## src/pkg/node_cfg_params.svh

```systemverilog
/*
 Constants of the node configuration register bank: register numbers,
 field positions, reset values and widths. Assumes inclusion by the package.
*/
`ifndef NODE_CFG_PARAMS_SVH
`define NODE_CFG_PARAMS_SVH

`define REG_NUM_W          8
`define REG_IDENT          8'h00
`define REG_TOPO           8'h01
`define REG_LOCK_HDR       8'h04
`define REG_NODE_ID        8'h05
`define REG_PLL            8'h06
`define REG_SW_DIV         8'h07
`define REG_REF_DIV        8'h08
`define REG_SCAN_ID        8'h09
`define REG_USER_CODE      8'h0A
`define REG_DIR_LO         8'h0C
`define REG_DIR_HI         8'h0D
`define REG_SPARE_A        8'h10
`define REG_SPARE_B        8'h11

`define LOCK_CTL_BIT       31
`define LOCK_PLL_BIT       8
`define HDR_MODE_BIT       0
`define PLL_NORESET_BIT    31
`define PLL_NOWAIT_BIT     30
`define PLL_BYPASS_BIT     29
`define PLL_JTAGBOOT_BIT   28
`define PLL_OUTDIV_HI      25
`define PLL_OUTDIV_LO      23
`define PLL_F_HI           20
`define PLL_F_LO           8
`define PLL_R_HI           6
`define PLL_R_LO           0
`define PLL_WR_MASK        32'hF39F_FF7F
`define PLL_RESET_VAL      32'h0000_0000
`define REF_DIV_RESET      16'h0003
`define HALF_W             16
`define DIR_W              4
`define DIR_PER_TABLE      8
`define SPARE_MASK         32'h0000_0003
`define ZERO_WORD          32'h0000_0000

`endif

```

## src/pkg/node_cfg_pkg.sv

```systemverilog
/*
 Types of the node configuration register bank.
 Assumes the constants header is on the include path.
*/
`include "node_cfg_params.svh"
package node_cfg_pkg;

	typedef logic [`REG_NUM_W-1:0] reg_num_t;

	// Configuration access as it arrives from the switch
	typedef struct packed {
		logic        valid;
		logic        write;
		reg_num_t    num;
		logic [31:0] wdata;
	} cfg_req_s;

	typedef struct packed {
		logic        valid;
		logic        ack;
		logic [31:0] rdata;
	} cfg_rsp_s;

	typedef struct packed {
		logic [`HALF_W-1:0] dest;
		logic               valid;
	} route_req_s;

	typedef struct packed {
		logic              valid;
		logic              local_hit;
		logic [`DIR_W-1:0] direction;
	} route_rsp_s;

	typedef struct packed {
		logic [7:0]          boot_pins;
		logic                boot_seen;
		logic                lock_ctl;
		logic                lock_pll;
		logic                hdr_one_byte;
		logic [`HALF_W-1:0]  node_id;
		logic [31:0]         pll;
		logic [`HALF_W-1:0]  sw_div;
		logic [`HALF_W-1:0]  ref_div;
		logic [31:0]         dir_lo;
		logic [31:0]         dir_hi;
		logic [1:0]          spare_a;
		logic [1:0]          spare_b;
		cfg_rsp_s            rsp;
		route_rsp_s          route;
		logic                tile_reset;
		logic                pll_wait_lock;
	} state_s;

endpackage : node_cfg_pkg

```

## src/rtl/node_cfg_regs.sv

```systemverilog
/*
 Node configuration register bank of the packet switch: identity, lock,
 header mode, node identity, PLL and clock dividers, routing tables.
 Assumes configuration requests arrive synchronous to clk, one per cycle at most.
*/
// How it works
// - Identity bits 23:16 show boot pins caught after power-on reset, read-only.
// - Identity bits 15:8 revision, 7:0 version, read-only; 31:24 reserved.
// - Topology register reports link, switch processor and device processor counts.
// - Lock bit 31 set refuses writes to the switch control registers.
// - Lock bit 8 set refuses writes to the PLL settings register.
// - Config bit 0 selects one-byte headers; zero means two-byte headers.
// - Node identity is writable 16 bits, reset zero, upper half reads zero.
// - Any accepted PLL write pulses a tile reset unless suppressed.
// - PLL write with bit 31 set causes no reset.
// - PLL write with bit 30 set skips waiting for PLL re-lock.
// - PLL bit 29 set puts the PLL into bypass.
// - PLL bit 28 set forces boot from the JTAG port.
// - PLL bits 25:23 hold the output divider.
// - PLL bits 20:8 hold the feedback multiplication ratio.
// - PLL bits 6:0 hold the oscillator input divider.
// - Switch clock divider is 16 writable bits, reset zero.
// - Reference clock divider is 16 writable bits, reset three.
// - User-code register returns OTP code 31:18 and metal ID 17:0.
// - Low table holds directions for mismatch positions 0 to 7, nibble each.
// - High table holds directions for mismatch positions 8 to 15.
// - Route by highest bit where destination differs from node identity.
`timescale 1ns/1ns
`include "node_cfg_params.svh"
module node_cfg_regs #(
	parameter logic [7:0]  SWITCH_VERSION  = 8'h01, // Arbitrary value
	parameter logic [7:0]  SWITCH_REVISION = 8'h01, // Arbitrary value
	parameter logic [7:0]  LINK_COUNT      = 8'h08,
	parameter logic [7:0]  SW_PROC_COUNT   = 8'h01,
	parameter logic [7:0]  DEV_PROC_COUNT  = 8'h01,
	parameter logic [31:0] SCAN_IDENTITY   = 32'h0000_0001, // Arbitrary value
	parameter logic [13:0] OTP_USER_CODE   = 14'h0000,
	parameter logic [17:0] METAL_ID_CODE   = 18'h00000 // Arbitrary value
) (
	input  wire logic                    clk,
	input  wire logic                    reset_n,
	input  wire logic                    clk_en,
	input  wire logic [7:0]              boot_select_pins,
	input  wire node_cfg_pkg::cfg_req_s  cfg_req,
	output node_cfg_pkg::cfg_rsp_s       cfg_rsp,
	input  wire node_cfg_pkg::route_req_s route_req,
	output node_cfg_pkg::route_rsp_s     route_rsp,
	output logic                         header_one_byte,
	output logic [`HALF_W-1:0]           node_id,
	output logic [31:0]                  pll_control_register,
	output logic                         pll_bypass,
	output logic                         boot_from_jtag,
	output logic [2:0]                   pll_output_divider,
	output logic [12:0]                  pll_feedback_ratio,
	output logic [6:0]                   pll_input_divider,
	output logic                         pll_wait_lock,
	output logic                         tile_reset,
	output logic [`HALF_W-1:0]           switch_clock_div,
	output logic [`HALF_W-1:0]           reference_clock_div
);
	import node_cfg_pkg::*;

	state_s state_r;
	state_s state_nxt;

	logic [31:0]              rd_word;
	logic                     wr_ok;
	logic [`HALF_W-1:0]       diff;
	logic [`DIR_W*16-1:0]     dir_all;
	logic [4:0]               top_pos [0:16];

	assign dir_all = {state_r.dir_hi, state_r.dir_lo};
	assign diff    = route_req.dest ^ state_r.node_id;

	// Priority chain: higher positions override lower ones
	assign top_pos[0] = 5'h1F;
	genvar g;
	generate
		for (g = 0; g < 16; g++) begin : g_msb
			assign top_pos[g+1] = diff[g] ? 5'(g) : top_pos[g];
		end
	endgenerate

	// Read mux
	always_comb begin
		rd_word = `ZERO_WORD;
		if (cfg_req.num == `REG_IDENT) begin
			rd_word = {8'h00, state_r.boot_pins, SWITCH_REVISION, SWITCH_VERSION};
		end else if (cfg_req.num == `REG_TOPO) begin
			rd_word = {8'h00, LINK_COUNT, SW_PROC_COUNT, DEV_PROC_COUNT};
		end else if (cfg_req.num == `REG_LOCK_HDR) begin
			rd_word[`LOCK_CTL_BIT] = state_r.lock_ctl;
			rd_word[`LOCK_PLL_BIT] = state_r.lock_pll;
			rd_word[`HDR_MODE_BIT] = state_r.hdr_one_byte;
		end else if (cfg_req.num == `REG_NODE_ID) begin
			rd_word = {16'h0000, state_r.node_id};
		end else if (cfg_req.num == `REG_PLL) begin
			rd_word = state_r.pll;
		end else if (cfg_req.num == `REG_SW_DIV) begin
			rd_word = {16'h0000, state_r.sw_div};
		end else if (cfg_req.num == `REG_REF_DIV) begin
			rd_word = {16'h0000, state_r.ref_div};
		end else if (cfg_req.num == `REG_SCAN_ID) begin
			rd_word = SCAN_IDENTITY;
		end else if (cfg_req.num == `REG_USER_CODE) begin
			rd_word = {OTP_USER_CODE, METAL_ID_CODE};
		end else if (cfg_req.num == `REG_DIR_LO) begin
			rd_word = state_r.dir_lo;
		end else if (cfg_req.num == `REG_DIR_HI) begin
			rd_word = state_r.dir_hi;
		end else if (cfg_req.num == `REG_SPARE_A) begin
			rd_word = {30'h0000_0000, state_r.spare_a};
		end else if (cfg_req.num == `REG_SPARE_B) begin
			rd_word = {30'h0000_0000, state_r.spare_b};
		end
	end

	// Write permission: lock register itself stays writable, else it could never unlock
	always_comb begin
		wr_ok = 1'b1;
		if (cfg_req.num == `REG_PLL) begin
			wr_ok = !state_r.lock_pll;
		end else if (cfg_req.num != `REG_LOCK_HDR) begin
			wr_ok = !state_r.lock_ctl;
		end
	end

	always_comb begin
		state_nxt = state_r;
		state_nxt.rsp        = '0;
		state_nxt.route      = '0;
		state_nxt.tile_reset = 1'b0;
		// Strap caught once, at the first enabled edge after reset release
		if (!state_r.boot_seen) begin
			state_nxt.boot_pins = boot_select_pins;
			state_nxt.boot_seen = 1'b1;
		end
		if (cfg_req.valid) begin
			state_nxt.rsp.valid = 1'b1;
			state_nxt.rsp.ack   = !cfg_req.write || wr_ok;
			state_nxt.rsp.rdata = cfg_req.write ? `ZERO_WORD : rd_word;
		end
		if (cfg_req.valid && cfg_req.write && wr_ok) begin
			if (cfg_req.num == `REG_LOCK_HDR) begin
				state_nxt.lock_ctl     = cfg_req.wdata[`LOCK_CTL_BIT];
				state_nxt.lock_pll     = cfg_req.wdata[`LOCK_PLL_BIT];
				state_nxt.hdr_one_byte = cfg_req.wdata[`HDR_MODE_BIT];
			end else if (cfg_req.num == `REG_NODE_ID) begin
				state_nxt.node_id = cfg_req.wdata[`HALF_W-1:0];
			end else if (cfg_req.num == `REG_PLL) begin
				state_nxt.pll        = cfg_req.wdata & `PLL_WR_MASK;
				state_nxt.tile_reset = !cfg_req.wdata[`PLL_NORESET_BIT];
				state_nxt.pll_wait_lock = !cfg_req.wdata[`PLL_NOWAIT_BIT];
			end else if (cfg_req.num == `REG_SW_DIV) begin
				state_nxt.sw_div = cfg_req.wdata[`HALF_W-1:0];
			end else if (cfg_req.num == `REG_REF_DIV) begin
				state_nxt.ref_div = cfg_req.wdata[`HALF_W-1:0];
			end else if (cfg_req.num == `REG_DIR_LO) begin
				state_nxt.dir_lo = cfg_req.wdata;
			end else if (cfg_req.num == `REG_DIR_HI) begin
				state_nxt.dir_hi = cfg_req.wdata;
			end else if (cfg_req.num == `REG_SPARE_A) begin
				state_nxt.spare_a = cfg_req.wdata[1:0];
			end else if (cfg_req.num == `REG_SPARE_B) begin
				state_nxt.spare_b = cfg_req.wdata[1:0];
			end
		end
		if (route_req.valid) begin
			state_nxt.route.valid     = 1'b1;
			state_nxt.route.local_hit = (diff == 16'h0000);
			state_nxt.route.direction = (diff == 16'h0000) ? 4'h0 :
				dir_all[top_pos[16][3:0]*`DIR_W +: `DIR_W];
		end
	end

	always_ff @(posedge clk) begin
		if (!reset_n) begin
			state_r         <= '0;
			state_r.pll     <= `PLL_RESET_VAL;
			state_r.ref_div <= `REF_DIV_RESET;
			state_r.pll_wait_lock <= 1'b1;
		end else if (clk_en) begin
			state_r <= state_nxt;
		end
	end

	assign cfg_rsp              = state_r.rsp;
	assign route_rsp            = state_r.route;
	assign header_one_byte      = state_r.hdr_one_byte;
	assign node_id              = state_r.node_id;
	assign pll_control_register = state_r.pll;
	assign pll_bypass           = state_r.pll[`PLL_BYPASS_BIT];
	assign boot_from_jtag       = state_r.pll[`PLL_JTAGBOOT_BIT];
	assign pll_output_divider   = state_r.pll[`PLL_OUTDIV_HI:`PLL_OUTDIV_LO];
	assign pll_feedback_ratio   = state_r.pll[`PLL_F_HI:`PLL_F_LO];
	assign pll_input_divider    = state_r.pll[`PLL_R_HI:`PLL_R_LO];
	assign pll_wait_lock        = state_r.pll_wait_lock;
	assign tile_reset           = state_r.tile_reset;
	assign switch_clock_div     = state_r.sw_div;
	assign reference_clock_div  = state_r.ref_div;
endmodule : node_cfg_regs

```

## config.mk

```make
export PLATFORM = sky130hd
export DESIGN_NAME = node_cfg_regs
export DESIGN_NICKNAME = d
export VERILOG_FILES = /design/src/pkg/node_cfg_pkg.sv /design/src/rtl/node_cfg_regs.sv
export VERILOG_INCLUDE_DIRS = /design/src /design/src/pkg
export SDC_FILE = /design/constraint.sdc
export NUM_CORES = 1
export LEC_CHECK = 0
export ABC_AREA = 1
export BUFFER_PORTS_ARGS = -buffer_cell sky130_fd_sc_hd__buf_2
export CAP_MARGIN = 20
export CORE_UTILIZATION = 55
export CTS_CLUSTER_SIZE = 14
export DETAILED_ROUTE_END_ITERATION = 10
export GPL_TIMING_DRIVEN = 0
export HOLD_SLACK_MARGIN = 0.02
export PLACE_DENSITY_LB_ADDON = 0.2
export SLEW_MARGIN = 20
export SYNTH_ARGS = -nofsm -noshare
export SYNTH_HDL_FRONTEND = slang
export SYNTH_SLANG_ARGS = --single-unit
```

## constraint.sdc

```tcl
create_clock -name clk -period 2.9 [get_ports clk]
set_clock_uncertainty 0.2 [all_clocks]
set_input_delay 0.29 -clock clk [delete_from_list [all_inputs] [get_ports clk]]
set_output_delay 0.29 -clock clk [all_outputs]
set_load 0.02 [all_outputs]
```

==> out/qor.yml <==
global_route:
  grt_pass1_vias: 9426
  grt_overflow_total: 0
  grt_use_total_pct: 37.7
  antenna_found_initial: 0
  grt_start_max_net_pins: 20
  grt_first_pass_wirelength_mm: 52.3
critical_path:
  criticalPathCategory: "primary input to register"
  crit_path_max_fanout: 10
  worstSetupEndpointType: "register"
  startpoint: "cfg_req[32]"
  reg2reg_slack_ns: 0.15
  cp-start-kind: "primary input"
  worstPathArrival_ns: 3.06
  reg2reg_from: "node_id[5]"
  crit_required_ns: 3.07
pwr:
  ir_drop_v: 0.000407
  power.density_mw_per_mm2: 445
  p_leak_nw: 5.75
clocking:
  clk_pin_slew_ns: 0.08
  cts.sinks: 197
  cts_made_buffers: 17
  cts_root_buffer: "clkbuf_16"
  htree_levels: 4
  cts_tree: "built"
  cts_buffer_depth: 2
  insertion_delay_ns: 0.45
layout:
  n_fill_cell: 1449
  mostFrequentLayoutCells: "225 x buf_2, 196 x dfxtp_1, 173 x nand2_1"
  mostFrequentLayoutCell: "buf_2"
  fin_area_mm2: 0.0124
  nNetsFinal: 1673
  utilization_pct: 71.0
  area_growth_pct: 24.4
  antenna_cells: 0
  drive_gt1_share_pct: 28.8
sta:
  hold_ws_ns: 0.0258
  slew_headroom_pct: 41.6
  final.min_clock_period_ns: 2.89
  final_hold_viol_count: 0
  worst_pin_slew_ns: 0.867
  setup_viol: 0
  drv_slew: 0
  tns_ns: 0
  fmax_mhz: 346
  fin_crit_sh_pct: 99.6
hold_path:
  worstHoldStart: "cfg_req[15]"
  hp-class: "primary input to register"
logic_synthesis:
  yosysWarnings: 0
  seq_area_frac_synth_pct: 39.6
  synth_area_mm2: 0.00997
  avgSynthCellArea_um2: 7.50
  synthCells: 1329
  ys_types: 45
  ys_ff_latch: 197
run:
  max-cap-violations: 0
detailed_routing:
  routed-via-count: 10416
  viasPerCell: 5.66
  drc: 0
  drtPass1Iterations: 8
  wl_per_cell_um: 19.1
  routed_wirelength_mm: 35.1
  ant_nets: 0
  drtIter0Drc: 1065
floorplanning:
  rows: 48
  die_width_um: 137
  die_area_mm2: 0.0187
  core_mm2: 0.0175
  chipHeight_um: 137
  io_pins: 218
  start_util_pct: 57.0
placed_design:
  io_buffers: 210
  place_area_mm2: 0.0113
  place_congestion: 0.932
  dpl.hpwl_mm: 26.4
run_status:
  outcome: "finished clean"
==> cells in the mapped netlist, drive strengths merged <==
| cell | instances | area [µm²] |
|---|---|---|
| a31o | 1 | 8.76 |
| nor2 | 128 | 534 |
| a32oi | 5 | 43.8 |
| nor3 | 7 | 73.8 |
| nand3 | 100 | 513 |
| xnor2 | 8 | 70.1 |
| buf | 165 | 1210 |
| o31ai | 4 | 30.0 |
| o221ai | 13 | 114 |
| xor2 | 6 | 52.6 |
| nand2 | 177 | 669 |
| a221oi | 2 | 17.5 |
| or3 | 1 | 6.26 |
| conb | 1 | 3.75 |
| o2111ai | 7 | 61.3 |
| o221a | 2 | 22.5 |
| a32o | 1 | 10.0 |
| o211ai | 16 | 120 |
| o21ai | 124 | 621 |
| a211oi | 47 | 383 |
| inv | 82 | 310 |
| a21oi | 164 | 828 |
| a31oi | 1 | 6.26 |
| clkbuf | 51 | 191 |
| a21o | 1 | 7.51 |
| dfxtp | 197 | 3940 |
| o22ai | 6 | 37.5 |
| nand4 | 6 | 37.5 |
| nor4 | 2 | 27.5 |
| clkinv | 4 | 15.0 |
==> state kept, by name, indices dropped and copies added (netlist names) <==
register              cells
header_one_byte           1
dir_all                  64
state_r                  15
pll_control_register     27
node_id                  16
pll_wait_lock             1
reference_clock_div      16
switch_clock_div         16
route_rsp                 6
cfg_rsp                  34
tile_reset                1
==> worst paths after layout <==
kind | end | depth (start not counted)
setup / recovery | cfg_rsp[19] | 9
hold / removal | pll_control_register[15] | 3
hold reg to reg | cfg_rsp[7] | 2
setup reg to reg | route_rsp[2] | 13
==> metrics by stage <==
step | power (mW) | std cells | setup slack (ns)
after floorplan | 3.02 | 1333 | 0.540
after detailed placement | 3.18 | 1768 | -0.584
final | 5.52 | 1841 | 0.0118
after CTS | 5.49 | 1837 | 0.00260
after global routing | 5.64 | 1841 | -0.0212
after global placement | 3.18 | 1768 | -0.610
==> power breakdown <==
part | internal (mW) | switching (mW) | total [mW]
logic | 0.154 | 0.305 | 0.459
clock network | 1.16 | 1.17 | 2.33
registers | 2.72 | 0.00831 | 2.73
==> metal layers <==
metal | GRT usage, % | part of all wire [%] | vias up
met4 | 16.7 | 3.2 | 0
met1 | 51.3 | 42 | 4819
met2 | 57.2 | 44 | 588
li1 | - | - | 4930
met3 | 7.81 | 10 | 79
met5 | 0 | 0 | -
==> final cells by class <==
type                    count  area, µm²  area share, %
clock buffers              18        439           3.54
inverters                  86        328           2.64
well taps                 225        282           2.27
multi-input cells         834       4390           35.4
repair buffers            251       1460           11.8
flip-flops and latches    197       3950           31.8
plain buffers             216       1430           11.5
clock inverters            14        133           1.07
==> worst max-delay path, stage by stage <==
cell and delay (ns):
buf_2 0.28, nor2_1 0.16, nand2_1 0.33, clkbuf_1 0.51, clkbuf_1 0.61, o22ai_1 0.13, o21ai_1 0.42, o21ai_0 0.16
a21oi_1 0.14
==> timing repair <==
action                                 4_1_cts  5_1_grt
gates resized for setup                     11       34
endpoints found under the hold margin       82        0
setup endpoints to repair                   44       99
hold buffers                                37        0
pin swaps                                    0        3
setup buffers                                0        4
==> kinds of logic (layout without fill, tap and decap cells) <==
kind of cell | count (synthesis) | in the layout | share of synthesized area (%)
simple gates | 421 | 421 | 18.7
compound gates | 394 | 394 | 23.2
other cells | 1 | 5 | 0.0376
flops | 197 | 197 | 39.6
buf+inv | 302 | 585 | 17.3
xor+xnor | 14 | 14 | 1.23
Power figures use the tool's default switching activity.
